[src/core/autoneg_adv_pkg.sv]
// shared constants and types for the advertisement register block
package autoneg_adv_pkg;

	// ------------------------------------------------------------
	// register map and field positions
	// ------------------------------------------------------------
	localparam logic [4:0] adv_reg_addr = 5'h04;
	localparam int bit_next_page = 15;
	localparam int bit_resv_ack = 14;
	localparam int bit_remote_fault = 13;
	localparam int resv_hi = 12;
	localparam int resv_lo = 10;
	localparam int bit_t4 = 9;
	localparam int taf_hi = 8;
	localparam int taf_lo = 5;
	localparam int sel_hi = 4;
	localparam int sel_lo = 0;

	// ------------------------------------------------------------
	// values after reset
	// ------------------------------------------------------------
	localparam logic rst_next_page = 1'b0;
	localparam logic rst_remote_fault = 1'b0;
	localparam logic [3:0] rst_resv = 4'h0;
	localparam logic [3:0] rst_taf = 4'hf;
	localparam logic [4:0] rst_selector = 5'h01;
	localparam logic [2:0] rst_sync = 3'h0;
	localparam logic [3:0] all_abilities = 4'hf;

	// ------------------------------------------------------------
	// carriers
	// ------------------------------------------------------------
	// one management access, as handed over by the frame decoder
	typedef struct packed {
		logic wr;
		logic rd;
		logic [4:0] addr;
		logic [15:0] wdata;
	} mgmt_req_t;

	// control-register and vendor-register bits that steer this block
	typedef struct packed {
		logic an_enable;
		logic rate_100;
		logic full_duplex;
		logic cmd_override;
	} mgmt_ctrl_t;

	// operating choice handed to the negotiation and link logic
	typedef struct packed {
		logic negotiate;
		logic speed_100;
		logic full_duplex;
	} link_mode_t;

endpackage

[src/core/autoneg_advertisement_register.sv]
// auto-negotiation advertisement register with strap-driven abilities
`timescale 1ns/1ps
// How it works
// - link code word built from register, sent
// - next-page bit read/write, resets to zero
// - bit 14 reads zero, written under override
// - bits 12:10 read zero, override writes only
// - remote fault set and cleared on local link problem edges
// - ability bit one means technology supported
// - 100Base-T4 ability always reads zero
// - abilities read-only hardware, override in software
// - hardware, negotiation pin low: forced idles
// - hardware, negotiation pin high: one ability
// - status capability bits always report everything
// - software, negotiation off: control bits choose mode
// - software negotiation advertises ability bits, default ones
// - selector resets to 00001, override writes, sent in code word
module autoneg_advertisement_register
	import autoneg_adv_pkg::*;
(
	input wire logic clock,
	input wire logic rst,
	input wire mgmt_req_t mgmt_req,
	input wire mgmt_ctrl_t mgmt_ctrl,
	input wire logic local_fault,
	input wire logic config_source_pin,
	input wire logic negotiation_select_pin,
	input wire logic speed_select_pin,
	input wire logic duplex_select_pin,
	output logic [15:0] rd_data,
	output logic rd_valid,
	output logic [15:0] link_code_word,
	output logic code_word_valid,
	output link_mode_t link_mode,
	output logic [3:0] status_abilities
);

	// ------------------------------------------------------------
	// state
	// ------------------------------------------------------------
	typedef struct packed {
		logic [2:0] sync_src;
		logic [2:0] sync_neg;
		logic [2:0] sync_spd;
		logic [2:0] sync_dpx;
		logic src;
		logic neg;
		logic spd;
		logic dpx;
		logic fault_seen;
		logic next_page;
		logic resv_ack;
		logic remote_fault;
		logic [2:0] resv;
		logic [3:0] technology_ability_field;
		logic [4:0] selector;
		logic [15:0] rd_data;
		logic rd_valid;
		logic [15:0] code_word;
		logic code_valid;
		link_mode_t mode;
		logic [3:0] status_ab;
	} state_t;

	state_t st_r;
	state_t st_nxt;

	// three-stage pin synchroniser; stage 1 feeds only stage 2
	function automatic logic [2:0] sync_shift(input logic [2:0] s,
		input logic pin);
		sync_shift = {s[1:0], pin};
	endfunction

	// filtered level moves only once stages 2 and 3 agree
	function automatic logic filt(input logic [2:0] s, input logic cur);
		filt = (s[1] == s[2]) ? s[2] : cur;
	endfunction

	// one-hot ability from speed and duplex straps
	function automatic logic [3:0] one_ability(input logic spd,
		input logic dpx);
		case ({spd, dpx})
			2'b11: one_ability = 4'b1000;
			2'b10: one_ability = 4'b0100;
			2'b01: one_ability = 4'b0010;
			default: one_ability = 4'b0001;
		endcase
	endfunction

	// address decode shared by the read and write paths
	function automatic logic hits_adv(input logic [4:0] a);
		hits_adv = (a == adv_reg_addr);
	endfunction

	// ------------------------------------------------------------
	// next-state logic
	// ------------------------------------------------------------
	always_comb begin
		logic wr_hit;
		logic ovr;
		logic [15:0] word;
		wr_hit = 1'b0;
		ovr = 1'b0;
		word = 16'h0000;
		st_nxt = st_r;

		// pins from outside the clock domain
		// straps may bounce at any time; the filter keeps a glitch
		// from rewriting the advertisement for a single cycle
		st_nxt.sync_src = sync_shift(st_r.sync_src, config_source_pin);
		st_nxt.sync_neg = sync_shift(st_r.sync_neg, negotiation_select_pin);
		st_nxt.sync_spd = sync_shift(st_r.sync_spd, speed_select_pin);
		st_nxt.sync_dpx = sync_shift(st_r.sync_dpx, duplex_select_pin);
		st_nxt.src = filt(st_r.sync_src, st_r.src);
		st_nxt.neg = filt(st_r.sync_neg, st_r.neg);
		st_nxt.spd = filt(st_r.sync_spd, st_r.spd);
		st_nxt.dpx = filt(st_r.sync_dpx, st_r.dpx);

		wr_hit = mgmt_req.wr && hits_adv(mgmt_req.addr);
		ovr = mgmt_ctrl.cmd_override;

		// plain read/write field
		if (wr_hit) begin
			st_nxt.next_page = mgmt_req.wdata[bit_next_page];
		end

		// reserved bits only take writes under command override
		if (wr_hit && ovr) begin
			st_nxt.resv_ack = mgmt_req.wdata[bit_resv_ack];
			st_nxt.resv = mgmt_req.wdata[resv_hi:resv_lo];
			st_nxt.selector = mgmt_req.wdata[sel_hi:sel_lo];
		end

		// fault edges win over a write in the same cycle
		// following the level would fight every write; edges still
		// let software clear a stale fault by hand
		st_nxt.fault_seen = local_fault;
		if (local_fault && !st_r.fault_seen) begin
			st_nxt.remote_fault = 1'b1;
		end else if (!local_fault && st_r.fault_seen) begin
			st_nxt.remote_fault = 1'b0;
		end else if (wr_hit) begin
			st_nxt.remote_fault = mgmt_req.wdata[bit_remote_fault];
		end

		// abilities: straps in hardware mode with negotiation pin high, override writes in software
		if (!st_r.src) begin
			if (st_r.neg) begin
				st_nxt.technology_ability_field = one_ability(st_r.spd, st_r.dpx);
			end
		end else if (wr_hit && ovr) begin
			st_nxt.technology_ability_field = mgmt_req.wdata[taf_hi:taf_lo];
		end

		// operating mode; in forced modes the abilities are left as is
		// limitation: no restart is raised here, software must restart
		// negotiation itself after it changes the abilities
		if (!st_r.src) begin
			st_nxt.mode.negotiate = st_r.neg;
			st_nxt.mode.speed_100 = st_r.spd;
			st_nxt.mode.full_duplex = st_r.dpx;
		end else begin
			st_nxt.mode.negotiate = mgmt_ctrl.an_enable;
			st_nxt.mode.speed_100 = mgmt_ctrl.rate_100;
			st_nxt.mode.full_duplex = mgmt_ctrl.full_duplex;
		end

		// code word: t4 bit is never advertised
		word[bit_next_page] = st_r.next_page;
		word[bit_resv_ack] = st_r.resv_ack;
		word[bit_remote_fault] = st_r.remote_fault;
		word[resv_hi:resv_lo] = st_r.resv;
		word[bit_t4] = 1'b0;
		word[taf_hi:taf_lo] = st_r.technology_ability_field;
		word[sel_hi:sel_lo] = st_r.selector;
		st_nxt.code_word = word;
		st_nxt.code_valid = st_r.mode.negotiate;

		// status capabilities never track the advertisement
		st_nxt.status_ab = all_abilities;

		// read answer one cycle later; reserved bits read as zero
		// they stay stored for the code word, only the read hides them
		st_nxt.rd_valid = mgmt_req.rd && hits_adv(mgmt_req.addr);
		if (mgmt_req.rd && hits_adv(mgmt_req.addr)) begin
			word[bit_resv_ack] = 1'b0;
			word[resv_hi:resv_lo] = 3'h0;
			st_nxt.rd_data = word;
		end
	end

	// ------------------------------------------------------------
	// state register
	// ------------------------------------------------------------
	always_ff @(posedge clock) begin
		if (rst) begin
			st_r <= '0;
			st_r.sync_src <= rst_sync;
			st_r.sync_neg <= rst_sync;
			st_r.sync_spd <= rst_sync;
			st_r.sync_dpx <= rst_sync;
			st_r.next_page <= rst_next_page;
			st_r.remote_fault <= rst_remote_fault;
			st_r.resv_ack <= rst_resv[3];
			st_r.resv <= rst_resv[2:0];
			st_r.technology_ability_field <= rst_taf;
			st_r.selector <= rst_selector;
			st_r.status_ab <= all_abilities;
		end else begin
			st_r <= st_nxt;
		end
	end

	// ------------------------------------------------------------
	// outputs
	// ------------------------------------------------------------
	// outputs straight from flip-flops
	assign rd_data = st_r.rd_data;
	assign rd_valid = st_r.rd_valid;
	assign link_code_word = st_r.code_word;
	assign code_word_valid = st_r.code_valid;
	assign link_mode = st_r.mode;
	assign status_abilities = st_r.status_ab;

endmodule

[config.mk]
export PLATFORM = sky130hd
export DESIGN_NAME = autoneg_advertisement_register
export DESIGN_NICKNAME = d
export VERILOG_FILES = /design/src/core/autoneg_adv_pkg.sv /design/src/core/autoneg_advertisement_register.sv
export SDC_FILE = /design/constraint.sdc
export NUM_CORES = 1
export LEC_CHECK = 0
export BUFFER_PORTS_ARGS = -buffer_cell sky130_fd_sc_hd__clkbuf_2
export CORE_ASPECT_RATIO = 1.1
export CORE_MARGIN = 8
export CORE_UTILIZATION = 55
export DETAILED_ROUTE_END_ITERATION = 16
export GPL_ROUTABILITY_DRIVEN = 0
export PLACE_DENSITY = 0.84
export RECOVER_POWER = 50
export SLEW_MARGIN = 20
export SYNTH_ARGS = -nofsm -noshare
export SYNTH_HDL_FRONTEND = slang
export SYNTH_SLANG_ARGS = --single-unit
[constraint.sdc]
create_clock -name clock -period 3.1 [get_ports clock]
set_input_delay 0.62 -clock clock [delete_from_list [all_inputs] [get_ports clock]]
set_output_delay 0.62 -clock clock [all_outputs]
set_load 0.01 [all_outputs]
[After elaboration in Yosys (flattened, before gate mapping)]
Cells that the tools add are included.
Storage, ports and cells
  bits in writable memories: 0
  ROM bits: 0
  memories kept: 0
  register bits: 68
  bits in latches: 0
  input bits: 34
  output and inout bits: 41
Operators by class
  multiply operators: 0
  multiplexer cells: 8
  $add $sub $neg: 0
  $lt $le $gt $ge: 0
  shift-type cells: 0
  reduce and logical (&&, ||, !) cells: 10
  div/mod/pow operators: 0
  bitwise operators: 0
  eq/ne operators: 9
Operators by type and width (count)
  $mux 4: 3
  $pmux 4 s3: 1
  $eq 5x3->1 const B: 1
  $logic_and 1x1->1: 5
  $eq 1x1->1: 4
  $eq 2x2->1 const B: 2
  $mux 1: 3
  $mux 3: 1
  $reduce_bool 3->1: 1
  $eq 2x1->1 const B: 1
  $logic_not 1->1: 2
  $ne 2x1->1 const B: 1
  $reduce_and 2->1: 1
  $reduce_bool 2->1: 1

[Longest topological paths before layout]
  word-level depth: 5
  gate-level depth with buffers: 4
  mapped depth without buffers: 3

[Worst setup path before layout]
OpenSTA, ideal clock, no wires.
  path type: input -> register
  start point: in mgmt_req[20] (netlist bit)
  end point: reg st_r, in the netlist st_nxt[10]
  setup slack: 1468 ps
  arrival: 1511 ps
  data required time: 2979 ps
  cell stages on the path: 4
  cells stage by stage: and4bb_1 > and3_1 > buf_6 > mux2_4
On the way
  cells in the longest elaborated chain, start to end: 3
RTL lines
  start, declared: line autoneg_advertisement_register.sv:23  | input wire mgmt_req_t mgmt_req,
  $eq 5x3->1: line autoneg_advertisement_register.sv:92  | hits_adv = (a == adv_reg_addr);
  $logic_and 1x1->1: line autoneg_advertisement_register.sv:119  | wr_hit = mgmt_req.wr && hits_adv(mgmt_req.addr);
  $logic_and 1x1->1: line autoneg_advertisement_register.sv:128  | if (wr_hit && ovr) begin
  end signal, assigned: line autoneg_advertisement_register.sv:210  | st_r <= st_nxt;
  end, declared: line autoneg_advertisement_register.sv:65  | state_t st_r;
Every way passes these cells.
A chain may end at the register's enable or synchronous reset.

[Worst setup path in the final report]
Ends and elaborated chain as after synthesis.

==> metrics.txt <==
status finished, final reports clean; area share of fa/ha/maj cells after synthesis 0%; min Tclk post-route between 1500 and 2000 ps; Slew Viols, Final 0; setup_tns 0 ps; First-pass DRT Iterations 4; Sw Pwr 0.345 mW; final hold vios 0; unrepaired setup endpoints after global routing false; Synth Instances between 200 and 300; Max Cap Viol 0; Slowest-stage cell, CP and3_1; placed cell area 0.00261 mm^2; Buffers on Ports between 60 and 70; CTS H-tree depth 3; Setup CP Type input port to flip-flop; PostCTS Resize Cnt 0; VDD IR max between 0.0003 and 0.0004 V; core area around 0.0045 mm^2; Syn. warnings 0; first-pass GRT wire length a little under 8 mm; LEAKAGE between 1 and 1.5 nW; Syn-to-layout area delta 10.3%; Initial Util 55.7%; Die W around 81 um; Cell variety after synth 33; worst clock skew about 4.8 ps; CTS tree built; Worst Setup End Kind flip-flop; gr ovfl total 0; clock slew at reported path FFs approximately 60 ps; number of synthesized register bits 63; fmax 573 MHz; antenna violations before repair 0; ANT nets after route 0; DR vias approximately 1,700; crit path max fanout 9; Min-Delay Path Class flip-flop to flip-flop; pwr dens between 500 and 600 mW/mm^2; vias per cell between 4 and 5; cell area after layout about 0.0028 mm^2; hpwl dp 3.37 mm; ANT cells 0; Util after Layout 61.5%; crit path cell chain clkbuf_2, and4bb_1, and3_1, mux2_4; mux cell area share after synthesis 7.55%; vias in the first global route approximately 1,700; CTS root buffer clkbuf_8; Post-Synth XOR/XNOR Area 0%; Fillers 407; worst hold margin approximately 440 ps; CTS sink count 63; Req. time, crit path around 3300 ps; io pins 75; Simple-Gate Fraction of Synth Area 19.1%; largest family of logic cells by synthesized area simple AND/OR/NAND/NOR gates; compound-gate portion of the synthesized area 8.89%; Worst-Margin Slew roughly 1000 ps; Final setup viols 0; drt wl/cell about 14 um; Tot GR Track Use between 10% and 20%; CP max stage delay 570 ps; largest net degree at the start of global routing 54; internal power ~1.3 mW; hold buffers post-CTS 0; Post CTS Setup Buffer Count 0; Clock Path Buffers 2; register area share after synthesis between 50% and 60%; Slew HR approximately 33%; die area 0.00701 mm^2; Startpoint Class input port; Clock Power Share 44.3%; Die Y ~87 um; cell area after synthesis between 0.002 and 0.003 mm^2; # DRC 0; Sequential Power Share 50.6%; CTS buffer count 9; switching share of power between 20% and 30%; Comb pwr share approximately 5.0%; Overall Power 1.64 mW; layout cells sized above 1 22.7%; Crit path arrival time 1960 ps; final wirelength roughly 4.8 mm; # rows 26; DR iter-0 viols 73; Nets 320; syn avg cell area between 9 and 10 um^2; worst skew pair latency approximately 330 ps; Final Cycle Share between 50% and 60%
cell families after synthesis:
kind of cell	after synthesis
other	2
and+or+nand+nor	80
muxes	15
AOI/OAI and AO/OA	40
buffers and inverters	53
DFF	63
synth_stat cells (all sizes together):
cell | number | area share [%]
nor3b | 2 | 0.60
a21oi | 17 | 3.4
mux2i | 7 | 2.8
nand4 | 1 | 0.25
buf | 45 | 13
inv | 1 | 0.15
dfxtp | 63 | 50
o21ai | 16 | 3.2
nor3 | 2 | 0.40
o211ai | 1 | 0.30
nor2 | 11 | 1.7
nand4bb | 2 | 0.89
o311ai | 1 | 0.35
a211oi | 4 | 1.2
and4bb | 2 | 0.99
or2 | 1 | 0.25
nand2 | 4 | 0.60
nand2b | 1 | 0.25
nor2b | 39 | 9.7
clkbuf | 7 | 1.0
nand3 | 12 | 2.4
and3b | 1 | 0.35
conb | 2 | 0.30
and3 | 1 | 0.25
and4b | 1 | 0.45
mux2 | 8 | 4.8
a31oi | 1 | 0.50
flip-flops by register name (all words and copies together) (netlist names):
register,cells
rd_valid,1
link_mode,3
rd_data,11
st_r,9
st_nxt,23
link_code_word,15
code_word_valid,1
worst paths after layout:
kind / start / to / slack, ps / cells after the start
worst min-delay path: st_nxt[71] / st_nxt[72] / 440 / 1
worst max register to register: st_r[60] / st_nxt[13] / 1620 / 3
worst max-delay path: mgmt_req[20] / st_nxt[10] / 1360 / 4
worst min register to register: st_nxt[71] / st_nxt[72] / 440 / 1
cell usage in the layout, fill, tap and decap left out, types with 3 or more instances in the layout:
cell type,Yosys,layout
nor2_1,10,10
a211oi_1,4,4
clkbuf_2,0,36
o21ai_0,11,11
o21ai_1,5,5
conb_1,2,10
clkbuf_8,0,12
clkbuf_1,7,28
mux2_4,8,8
buf_4,39,3
nand2_1,4,4
nand3_1,12,12
mux2i_1,7,7
dfxtp_1,63,63
a21oi_1,17,17
nor2b_1,39,39
power by group through the flow:
stage                     clock network (mW)  registers, mW  logic (mW)
after floorplan                            0          0.846      0.0655
after global placement                     0          0.847      0.0825
after detailed placement                   0          0.848      0.0843
after CTS                              0.742          0.830      0.0845
after global routing                   0.784          0.831      0.0926
final                                  0.727          0.830      0.0826
critical path, delay by kind of cell:
kind	cells	cell delay (ps)
and+or+nand+nor	2	890
muxes	1	350
buffers and inverters	1	100
routing by layer:
| metal | GRT usage [%] | part of all wire (%) | vias up |
|---|---|---|---|
| met3 | 5.37 | 7.8 | 8 |
| met5 | 0 | 0 | - |
| met2 | 24.2 | 49 | 48 |
| li1 | - | - | 862 |
| met1 | 14.9 | 41 | 748 |
| met4 | 8.28 | 1.6 | 0 |
final cells by class:
type | instances | area [um^2] | share of cell area, %
Sequential cell | 63 | 1260 | 45.4
Multi-Input combinational cell | 145 | 932 | 33.5
Timing Repair Buffer | 66 | 304 | 10.9
Clock buffer | 13 | 169 | 6.08
Tap cell | 56 | 70.1 | 2.52
Clock inverter | 3 | 40.0 | 1.44
Inverter | 1 | 3.75 | 0.135
stage by stage:
step,setup slack [ps],cells
6_report,1360,347
5_1_grt,1300,347
4_1_cts,1360,347
3_5_place_dp,990,331
3_3_place_gp,997,331
2_1_floorplan,1470,261
No activity file was read; power rests on OpenSTA's default activity.
